### config.mk
export PLATFORM = sky130hd
export DESIGN_NAME = l2ecr_regs
export DESIGN_NICKNAME = d
export VERILOG_FILES = /design/src/rtl/l2ecr_err_flag.v /design/src/rtl/l2ecr_regs.v
export VERILOG_INCLUDE_DIRS = /design/src /design/src/rtl
export SDC_FILE = /design/constraint.sdc
export NUM_CORES = 1
export LEC_CHECK = 0
export ABC_AREA = 1
export BUFFER_PORTS_ARGS = -buffer_cell sky130_fd_sc_hd__buf_2
export CAP_MARGIN = 10
export CORE_AREA = 2 2 157 159
export CTS_BUF_LIST = sky130_fd_sc_hd__clkbuf_2
export DETAILED_ROUTE_END_ITERATION = 8
export DIE_AREA = 0 0 159 161
export PLACE_DENSITY_LB_ADDON = 0.15
export REMOVE_ABC_BUFFERS = 1
export SLEW_MARGIN = 20
export SYNTH_ARGS = -nofsm -noshare
export SYNTH_HDL_FRONTEND = slang
export SYNTH_SLANG_ARGS = --single-unit
### constraint.sdc
create_clock -name sys_clk_i -period 2.8 [get_ports sys_clk_i]
set_clock_uncertainty 0.2 [all_clocks]
set_input_delay 0.56 -clock sys_clk_i [delete_from_list [all_inputs] [get_ports sys_clk_i]]
set_output_delay 0.56 -clock sys_clk_i [all_outputs]
set_load 0.02 [all_outputs]
### src/rtl/l2ecr_map.vh
// Encodings, field positions and reset values for the L2 control and base registers
`ifndef L2ECR_MAP_VH
`define L2ECR_MAP_VH
`define L2ECR_CP_NUM 4'h0f
`define L2ECR_ECTL_OPC1 3'h1
`define L2ECR_ECTL_CRN 4'h9
`define L2ECR_ECTL_CRM 4'h0
`define L2ECR_ECTL_OPC2 3'h3
`define L2ECR_CONFIG_BASE_ADDRESS_OPC1 3'h4
`define L2ECR_CONFIG_BASE_ADDRESS_CRN 4'hf
`define L2ECR_CONFIG_BASE_ADDRESS_CRM 4'h0
`define L2ECR_CONFIG_BASE_ADDRESS_OPC2 3'h0
`define L2ECR_AMAIR_OPC1 3'h0
`define L2ECR_HAMAIR_OPC1 3'h4
`define L2ECR_AMAIR_CRN 4'ha
`define L2ECR_AMAIR_CRM 4'h3
`define L2ECR_AUX_ATTR_INDIRECTION_0_OPC2 3'h0
`define L2ECR_AUX_ATTR_INDIRECTION_1_OPC2 3'h1
`define L2ECR_FAST_CONTEXT_SWITCH_EXT_OPC1 3'h0
`define L2ECR_FAST_CONTEXT_SWITCH_EXT_CRN 4'hd
`define L2ECR_FAST_CONTEXT_SWITCH_EXT_CRM 4'h0
`define L2ECR_FAST_CONTEXT_SWITCH_EXT_OPC2 3'h0
`define L2ECR_AXIERR_BIT 29
`define L2ECR_AXIERR_RST 1'b0
`define L2ECR_BASE_LO_MSB 31
`define L2ECR_BASE_LO_LSB 15
`define L2ECR_BASE_HI_MSB 7
`define L2ECR_BASE_HI_LSB 0
`define L2ECR_UNK_VALUE 32'h0000_0000
`define L2ECR_ZERO 32'h0000_0000
`endif

### src/rtl/l2ecr_err_flag.v
// Shared sticky asynchronous bus error flag
`timescale 1ns/1ps
`include "l2ecr_map.vh"
module l2ecr_err_flag (
   input wire sys_clk_i,
   input wire resetn_i,
   input wire err_event_i,
   input wire clear_i,
   output reg flag_o
);
   reg next_flag;
   always @* begin
      next_flag = flag_o;
      if (clear_i) begin
         next_flag = 1'b0;
      end
      // Set beats clear so a same-cycle error is kept
      if (err_event_i) begin
         next_flag = 1'b1;
      end
   end
   always @(posedge sys_clk_i) begin
      if (!resetn_i) begin
         flag_o <= `L2ECR_AXIERR_RST;
      end else begin
         flag_o <= next_flag;
      end
   end
endmodule

### src/rtl/l2ecr_regs.v
// Coprocessor 15 L2 extended control, base address and stub registers
// Operation
// - One extended control register instance is shared by all cores in the cluster.
// - The same register is seen in Secure and Non-secure state, with no banked copy.
// - Access needs privilege level 1 or above, with rights depending on mode.
// - Secure privilege level 1 may read and write the extended control register.
// - With the grant bit at 0, Non-secure PL1 and PL2 read normally and writes are ignored.
// - With the grant bit at 1, Non-secure PL1 and PL2 writes touch only the error bit.
// - Bit 29 is set when an asynchronous bus error occurs and is 0 while none is pending.
// - The error bit resets to 0.
// - A permitted write of 0 clears the error bit and a write of 1 has no effect.
// - The extended control register decodes as opcode1 1, CRn c9, CRm c0, opcode2 3.
// - The base register is read-only and maps address bits 31:15 and 39:32 into bits 31:15 and 7:0.
// - The base register decodes as opcode1 4, CRn c15, CRm c0, opcode2 0.
// - The auxiliary attribute indirection registers and hypervisor copies are stubs returning unknown.
// - The fast context switch process register reads zero and ignores writes.
`timescale 1ns/1ps
`include "l2ecr_map.vh"
module l2ecr_regs #(
   parameter NUM_CORES = 4
) (
   input wire sys_clk_i,
   input wire resetn_i,
   input wire [NUM_CORES-1:0] cp_req_i,
   input wire [NUM_CORES-1:0] cp_write_i,
   input wire [NUM_CORES*4-1:0] cp_num_i,
   input wire [NUM_CORES*3-1:0] cp_opc1_i,
   input wire [NUM_CORES*4-1:0] cp_crn_i,
   input wire [NUM_CORES*4-1:0] cp_crm_i,
   input wire [NUM_CORES*3-1:0] cp_opc2_i,
   input wire [NUM_CORES*32-1:0] cp_wdata_i,
   input wire [NUM_CORES-1:0] cp_secure_i,
   input wire [NUM_CORES-1:0] cp_priv_i,
   input wire [NUM_CORES-1:0] nonsecure_l2_error_access_grant_i,
   input wire axi_async_error_i,
   input wire [39:0] peripheral_base_input_i,
   output reg [NUM_CORES-1:0] cp_ack_o,
   output reg [NUM_CORES-1:0] cp_undef_o,
   output reg [NUM_CORES*32-1:0] cp_rdata_o
);
   ////////////////////////////////////////////////////////////////////////////
   // Decoder selectors
   localparam SEL_NONE = 3'h0;
   localparam SEL_ECTL = 3'h1;
   localparam SEL_CONFIG_BASE_ADDRESS = 3'h2;
   localparam SEL_STUB = 3'h3;
   localparam SEL_ZERO = 3'h4;

   // Shared decoder, used by every core port
   function [2:0] decode;
      input [3:0] num;
      input [2:0] opc1;
      input [3:0] crn;
      input [3:0] crm;
      input [2:0] opc2;
      begin
         decode = SEL_NONE;
         if (num == `L2ECR_CP_NUM) begin
            if (opc1 == `L2ECR_ECTL_OPC1 && crn == `L2ECR_ECTL_CRN && crm == `L2ECR_ECTL_CRM &&
                opc2 == `L2ECR_ECTL_OPC2) begin
               decode = SEL_ECTL;
            end else if (opc1 == `L2ECR_CONFIG_BASE_ADDRESS_OPC1 && crn == `L2ECR_CONFIG_BASE_ADDRESS_CRN &&
                         crm == `L2ECR_CONFIG_BASE_ADDRESS_CRM && opc2 == `L2ECR_CONFIG_BASE_ADDRESS_OPC2) begin
               decode = SEL_CONFIG_BASE_ADDRESS;
            end else if ((opc1 == `L2ECR_AMAIR_OPC1 || opc1 == `L2ECR_HAMAIR_OPC1) &&
                         crn == `L2ECR_AMAIR_CRN && crm == `L2ECR_AMAIR_CRM &&
                         (opc2 == `L2ECR_AUX_ATTR_INDIRECTION_0_OPC2 || opc2 == `L2ECR_AUX_ATTR_INDIRECTION_1_OPC2)) begin
               decode = SEL_STUB;
            end else if (opc1 == `L2ECR_FAST_CONTEXT_SWITCH_EXT_OPC1 && crn == `L2ECR_FAST_CONTEXT_SWITCH_EXT_CRN &&
                         crm == `L2ECR_FAST_CONTEXT_SWITCH_EXT_CRM && opc2 == `L2ECR_FAST_CONTEXT_SWITCH_EXT_OPC2) begin
               decode = SEL_ZERO;
            end
         end
      end
   endfunction

   ////////////////////////////////////////////////////////////////////////////
   // Read word for an accepted read, one per selector
   function [31:0] read_mux;
      input [2:0] sel;
      input [31:0] ectl_word;
      input [31:0] base_word;
      begin
         case (sel)
            SEL_ECTL: begin
               read_mux = ectl_word;
            end
            SEL_CONFIG_BASE_ADDRESS: begin
               read_mux = base_word;
            end
            SEL_STUB: begin
               read_mux = `L2ECR_UNK_VALUE;
            end
            SEL_ZERO: begin
               read_mux = `L2ECR_ZERO;
            end
            default: begin
               read_mux = `L2ECR_ZERO;
            end
         endcase
      end
   endfunction

   // Secure writes freely; Non-secure needs the grant, and only bit 29 exists anyway
   function write_granted;
      input secure;
      input grant;
      begin
         write_granted = 1'b0;
         if (secure) begin
            write_granted = 1'b1;
         end else if (grant) begin
            write_granted = 1'b1;
         end
      end
   endfunction

   ////////////////////////////////////////////////////////////////////////////
   // Pins taken in reset and again on the first free edge, so late pins still land
   reg [39:0] base_capt;
   reg base_loaded;
   always @(posedge sys_clk_i) begin
      if (!resetn_i) begin
         base_capt <= peripheral_base_input_i;
         base_loaded <= 1'b0;
      end else if (!base_loaded) begin
         base_capt <= peripheral_base_input_i;
         base_loaded <= 1'b1;
      end
   end

   reg [31:0] config_base_address;
   always @* begin
      config_base_address = `L2ECR_ZERO;
      config_base_address[`L2ECR_BASE_LO_MSB:`L2ECR_BASE_LO_LSB] = base_capt[31:15];
      config_base_address[`L2ECR_BASE_HI_MSB:`L2ECR_BASE_HI_LSB] = base_capt[39:32];
   end

   ////////////////////////////////////////////////////////////////////////////
   wire [NUM_CORES-1:0] clr_vec;
   wire err_flag;
   wire any_clear;
   reg [31:0] l2_extended_control;
   // Only the error bit exists; the rest reads zero
   always @* begin
      l2_extended_control = `L2ECR_ZERO;
      l2_extended_control[`L2ECR_AXIERR_BIT] = err_flag;
   end
   assign any_clear = |clr_vec;

   genvar g;
   generate
      for (g = 0; g < NUM_CORES; g = g + 1) begin : g_core
         wire [2:0] sel;
         wire is_write;
         wire is_read;
         wire priv_ok;
         wire known;
         wire base_write;
         wire legal;
         wire wr_ok;
         wire clr_bit;
         reg next_ack;
         reg next_undef;
         reg [31:0] next_rdata;

         assign sel = decode(cp_num_i[g*4+:4], cp_opc1_i[g*3+:3], cp_crn_i[g*4+:4],
                             cp_crm_i[g*4+:4], cp_opc2_i[g*3+:3]);

         assign is_write = cp_req_i[g] && cp_write_i[g];
         assign is_read = cp_req_i[g] && !cp_write_i[g];
         assign priv_ok = cp_priv_i[g];
         assign known = sel != SEL_NONE;
         assign base_write = cp_write_i[g] && sel == SEL_CONFIG_BASE_ADDRESS;
         // Unprivileged or unknown encodings take the undefined path
         assign legal = priv_ok && known && !base_write;
         assign wr_ok = write_granted(cp_secure_i[g], nonsecure_l2_error_access_grant_i[g]);
         // Writing 1 to the error bit leaves it alone
         assign clr_bit = !cp_wdata_i[g*32+`L2ECR_AXIERR_BIT];
         assign clr_vec[g] = is_write && legal && sel == SEL_ECTL && wr_ok && clr_bit;

         always @* begin
            next_ack = 1'b0;
            next_undef = 1'b0;
            next_rdata = cp_rdata_o[g*32+:32];

            if (cp_req_i[g] && legal) begin
               next_ack = 1'b1;
            end
            if (cp_req_i[g] && !legal) begin
               next_undef = 1'b1;
            end
            // Refused reads and all writes keep the last word
            if (is_read && legal) begin
               next_rdata = read_mux(sel, l2_extended_control, config_base_address);
            end
         end

         always @(posedge sys_clk_i) begin
            if (!resetn_i) begin
               cp_ack_o[g] <= 1'b0;
               cp_undef_o[g] <= 1'b0;
               cp_rdata_o[g*32+:32] <= `L2ECR_ZERO;
            end else begin
               cp_ack_o[g] <= next_ack;
               cp_undef_o[g] <= next_undef;
               cp_rdata_o[g*32+:32] <= next_rdata;
            end
         end
      end
   endgenerate

   ////////////////////////////////////////////////////////////////////////////
   // Single flag for the whole cluster; any core's clear reaches all
   l2ecr_err_flag u_err_flag (
      .sys_clk_i(sys_clk_i),
      .resetn_i(resetn_i),
      .err_event_i(axi_async_error_i),
      .clear_i(any_clear),
      .flag_o(err_flag)
   );
endmodule

Word-level counts from Yosys, hierarchy flattened
Cells that the tools add are included.
{"block": "classes", "n_eq_ne": 49, "muxes": 45, "n_reduce_logical": 138}
{"op": "one-hot mux 32 bit (2 select lines)", "n": 4}
{"op": "logical AND 1 bit", "n": 96}
{"op": "equality test 4 bit, second input constant", "n": 20}
{"op": "two-way mux 40 bit", "n": 2}
{"op": "two-way mux 3 bit", "n": 20}
{"op": "equality test 3 x 1 -> 1 bit, second input constant", "n": 12}
{"op": "equality test 3 x 2 -> 1 bit, second input constant", "n": 8}
{"op": "logical NOT 3 bit", "n": 8}
{"op": "two-way mux 1 bit", "n": 19}
{"op": "equality test 4 x 2 -> 1 bit, second input constant", "n": 4}
{"op": "logical NOT 1 bit", "n": 16}
{"op": "logical NOT 4 bit", "n": 4}
{"op": "equality test 3 bit, second input constant", "n": 4}
{"op": "nonzero test 3 bit", "n": 4}
{"op": "logical OR 1 bit", "n": 8}
{"op": "OR reduction 4 bit", "n": 1}
{"op": "!= test 2 bit, second input constant", "n": 1}
{"op": "nonzero test 2 bit", "n": 1}
{"block": "totals", "ff_bits": 178, "inputBits": 263, "out_inout_bits": 136, "elab_cells": 247}

Depth between registers and ports, before layout
{"block": "logic_depth", "ltp_word": 20, "depth_mapped": 15, "ltp_nobuf": 14}

Modules after synthesis
A second synthesis with hierarchy kept.
{"block": "unflattened", "cells_unflattened": 1230, "hier_area_um2": 7558.5}
{"module": "l2ecr_regs", "instances": 1, "cells_per_inst": 1224, "area_each_um2": 7514.7}
{"module": "l2ecr_err_flag", "instances": 1, "cells_per_inst": 6, "area_each_um2": 43.8}

Worst setup path before layout
No wires, ideal clock.
{"block": "synth_path", "kind": "input to register", "from": "in cp_crm_i[4]", "to": "reg cp_rdata_o[37]", "t_arrival_ns": 1.807, "t_required_ns": 2.459, "setup_slack_ns": 0.652, "cell_stages": 12, "path_buffers": 1, "path_cell_list": "inv_1 nand2_2 nor2_1 nand2_1 nor2_2 nand3_4 nand3_1 and2_4 nand3_4 buf_4 nor2_1 nor3b_2"}
{"block": "synth_between", "elab_chain_cells": 13}
{"element": "start, declared", "line_no": "l2ecr_regs.v:29", "rtl": "input wire [NUM_CORES*4-1:0] cp_crm_i,"}
{"element": "logical NOT 4 bit (no source line)"}
{"element": "logical AND 1 bit (no source line) (2 in a row)"}
{"element": "two-way mux 3 bit", "line_no": "l2ecr_regs.v:69", "rtl": "end else if (opc1 == `L2ECR_FAST_CONTEXT_SWITCH_EXT_OPC1 && crn == `L2ECR_FAST_CONTEXT_SWITCH_EXT_CRN &&"}
{"element": "two-way mux 3 bit", "line_no": "l2ecr_regs.v:65", "rtl": "end else if ((opc1 == `L2ECR_AMAIR_OPC1 || opc1 == `L2ECR_HAMAIR_OPC1) &&"}
{"element": "two-way mux 3 bit", "line_no": "l2ecr_regs.v:62", "rtl": "end else if (opc1 == `L2ECR_CONFIG_BASE_ADDRESS_OPC1 && crn == `L2ECR_CONFIG_BASE_ADDRESS_CRN &&"}
{"element": "two-way mux 3 bit *", "line_no": "l2ecr_regs.v:59", "rtl": "if (opc1 == `L2ECR_ECTL_OPC1 && crn == `L2ECR_ECTL_CRN && crm == `L2ECR_ECTL_CRM &&"}
{"element": "two-way mux 3 bit *", "line_no": "l2ecr_regs.v:58", "rtl": "if (num == `L2ECR_CP_NUM) begin"}
{"element": "equality test 3 x 2 -> 1 bit", "line_no": "l2ecr_regs.v:84, l2ecr_regs.v:174"}
{"element": "logical AND 1 bit", "line_no": "l2ecr_regs.v:174", "rtl": "assign base_write = cp_write_i[g] && sel == SEL_CONFIG_BASE_ADDRESS;"}
{"element": "logical NOT 1 bit", "line_no": "l2ecr_regs.v:176", "rtl": "assign legal = priv_ok && known && !base_write;"}
{"element": "logical AND 1 bit", "line_no": "l2ecr_regs.v:176"}
{"element": "logical AND 1 bit", "line_no": "l2ecr_regs.v:194", "rtl": "if (is_read && legal) begin"}
{"element": "end signal, assigned by index", "line_no": "l2ecr_regs.v:203", "rtl": "cp_rdata_o[g*32+:32] <= `L2ECR_ZERO;"}
{"element": "end signal, assigned by index", "line_no": "l2ecr_regs.v:207", "rtl": "cp_rdata_o[g*32+:32] <= next_rdata;"}
{"element": "end, declared", "line_no": "l2ecr_regs.v:39", "rtl": "output reg [NUM_CORES*32-1:0] cp_rdata_o"}
Mark *: on every way between the ends. The rest lies on a longest branch, timed or not.
A chain may end at the register's enable or synchronous reset.

Worst setup path in the final report
{"block": "layout_path", "from": "reg cp_rdata_o[24]", "to": "out cp_rdata_o[24]"}
No word-level cell between the ends.

==> results.ini <==
[routing]
drt_iter0_drc = 274
vias = 6420
drt-total-wl_um = 21000
drc = 0
routedWlPerCell_um = 13.7
firstDrtPassIters = 4
antenna_left = 0
viasPerCell = 4.19

[clocking]
cts_root_buf = clkbuf_2
cts_num_sinks = 135
clock_latency_ns = 0.67
clk_pin_slew_ns = 0.22
cts_buffers = 17
cts_max_path_buffers = 2
ctsHtreeMaxLevel = 4
cts_resized = 0
cts_tree = yes

[timing]
hold_violations = 0
final_max_slew_viol_count = 0
final-setup-viol-count = 0
fin_ws_ns = 0.781
fin_crit_sh_pct = 72.1
fmax_mhz = 495
rsz0062_at_grt = no
period_minus_slack_ns = 2.02

[logic_synthesis]
synth_top_family_by_area = simple AND/OR/NAND/NOR gates
ys_ff_latch = 135
avgSynthCellArea_um2 = 7.39
synthMuxAreaShare_pct = 0
yosys.area_share.simple_pct = 31.8
yosys_warnings = 0
synth-adder-area-share_pct = 0
synth-compound-area-share_pct = 11.0
yosysSeqAreaShare_pct = 42.9
syn-cell-area_um2 = 6880
synth_cell_types = 37
syn_inst = 930
synth-xor-area-share_pct = 0

[worst_setup_path]
path_max_fanout = 2
slowest_stage = dfxtp_1
cp.depth = 1
worstRegToRegCells = 2
cp-start-kind = flip-flop
arrival_ns = 1.26
crit_type = flip-flop to output pin
r2r-start = base_loaded
path_delay_family = flip-flops
crit_buf_inv = 1
r2r-end = base_capt[32]
max_stage_delay_ns = 0.40
reg2reg_slack_ns = 1.42
required_ns = 2.04
crit_path_cell_trace = buf_2
end_kind = output pin
critPathLaunch = cp_rdata_o[24]

[placement]
io_buffers = 231
dp_hpwl_um = 14900
gp_congestion = 0.808
place_area_um2 = 8320
dp.cells = 1461
place_ws_ns = 0.149

[global_route]
grt_max_degree = 51
grt_pass1_wl_um = 32700
grt_overflow = 0
grt_usage_pct = 16.3
antenna_found_initial = 4
grt_pass1_vias = 6091

[floorplan]
rows = 57
start_util_pct = 28.7
die_area_um2 = 25600
die_y_um = 161
dieWidth_um = 159
pin_count = 399
core_area_um2 = 24000

[pwr]
swShare_pct = 25.3
leakage_nw = 4.48
switchingPower_w = 0.000962
power_density_nw_per_um2 = 424
power.internal_w = 0.00284
p_seq_share_pct = 53.6
ir_worst_vdd_uv = 276
power_frac_comb_pct = 9.6
clkPwrFrac_pct = 36.9

[finish]
layout.cells.non_filler = 1531
syn2layout_area_growth_pct = 30.5
finalInstanceArea_um2 = 8980
nets = 1456
drive_above_1_share_pct = 28.5

[outcome]
outcome = complete, no violations

[worst_hold_path]
hold_class = input pin to flip-flop
worstHoldPathCells = 2
min-delay-start = resetn_i
min_to = base_loaded

[job]
drv_cap = 0

area by class of cell:
type | instances | area [µm²]
inverters | 146 | 553
well taps | 324 | 405
fillers | 2633 | 15000
clock buffers | 21 | 105
diodes | 2 | 5.00
multi-input cells | 610 | 3050
clock inverters | 10 | 176
repair buffers | 283 | 1730
flip-flops and latches | 135 | 2950
placed cells by master (no fill, tap or decap), types with 4 or more instances in the layout:
master	count
buf_2	231
nor2_1	193
nand2_1	144
inv_1	140
dfxtp_1	110
a21oi_1	77
dlygate4sd3_1	37
o21ai_0	29
conb_1	28
o21a_1	25
nor3b_2	25
edfxtp_1	25
nand3_1	23
clkbuf_2	21
nor3_2	19
nor3_1	10
nand4_1	8
buf_4	8
buf_12	7
nor2_2	6
bufinv_16	5
inv_2	4
cell usage after synthesis, drive strengths merged:
master | n | area [µm²]
a21oi | 77 | 385
and2 | 2 | 15.0
buf | 44 | 340
clkbuf | 22 | 85.1
clkinv | 1 | 3.75
conb | 1 | 3.75
dfxtp | 110 | 2200
edfxtp | 25 | 751
inv | 145 | 547
nand2 | 146 | 551
nand2b | 1 | 6.26
nand3 | 27 | 178
nand3b | 2 | 15.0
nand4 | 9 | 62.6
nor2 | 202 | 796
nor3 | 29 | 240
nor3b | 25 | 313
nor4 | 1 | 6.26
o21a | 25 | 188
o21ai | 32 | 164
o22ai | 3 | 18.8
or2 | 1 | 6.26
how the worst max path moves through the flow:
stage,slack (ns),end
2_1_floorplan,-0.26,cp_ack_o[3]
3_5_place_dp,0.15,cp_rdata_o[80]
5_1_grt,0.63,cp_rdata_o[24]
3_3_place_gp,0.14,cp_rdata_o[69]
4_1_cts,0.69,cp_rdata_o[24]
6_report,0.78,cp_rdata_o[24]
stage by stage:
step,power (W),hold slack [ns],util (%),TNS (ns)
floorplan,0.00223,0.320,-,-10.72
global placement,0.00240,0.229,34.7,0
detailed placement,0.00240,0.234,34.7,0
CTS,0.00386,0.00355,37.4,0
global route,0.00399,0.0174,37.5,0
finish,0.00380,0.112,37.5,0
routing by layer:
metal	vias to the layer above	part of all wire, %	global-route usage (%)
met5	-	0.062	0
met1	2857	46	20.5
li1	3376	-	-
met3	12	5.5	4.26
met2	173	48	28.2
met4	2	0.97	3.39
power groups by stage:
stage          registers, W  logic [W]  clock network [W]
2_1_floorplan       0.00207   0.000161                  0
3_3_place_gp        0.00208   0.000325                  0
3_5_place_dp        0.00208   0.000326                  0
4_1_cts             0.00204   0.000365            0.00146
5_1_grt             0.00204   0.000408            0.00154
6_report            0.00204   0.000363            0.00140
sequential cells by signal (all words and copies together) (netlist names):
register           flops
cp_ack_o               4
cp_rdata_o           100
cp_undef_o             4
base_loaded            1
base_capt             25
u_err_flag.flag_o      1
kinds of logic (layout without fill, tap and decap cells):
group	Yosys count	after routing
and+or+nand+nor	445	445
buffers and inverters	212	460
AOI/OAI and AO/OA	137	137
other	1	30
DFF	135	135
what timing repair did:
item / 4_1_cts / 5_1_grt
hold buffers: 36 / 1
hold endpoints to repair: 34 / 1
setup buffers: 0 / 0
Power figures use the tool's default switching activity.
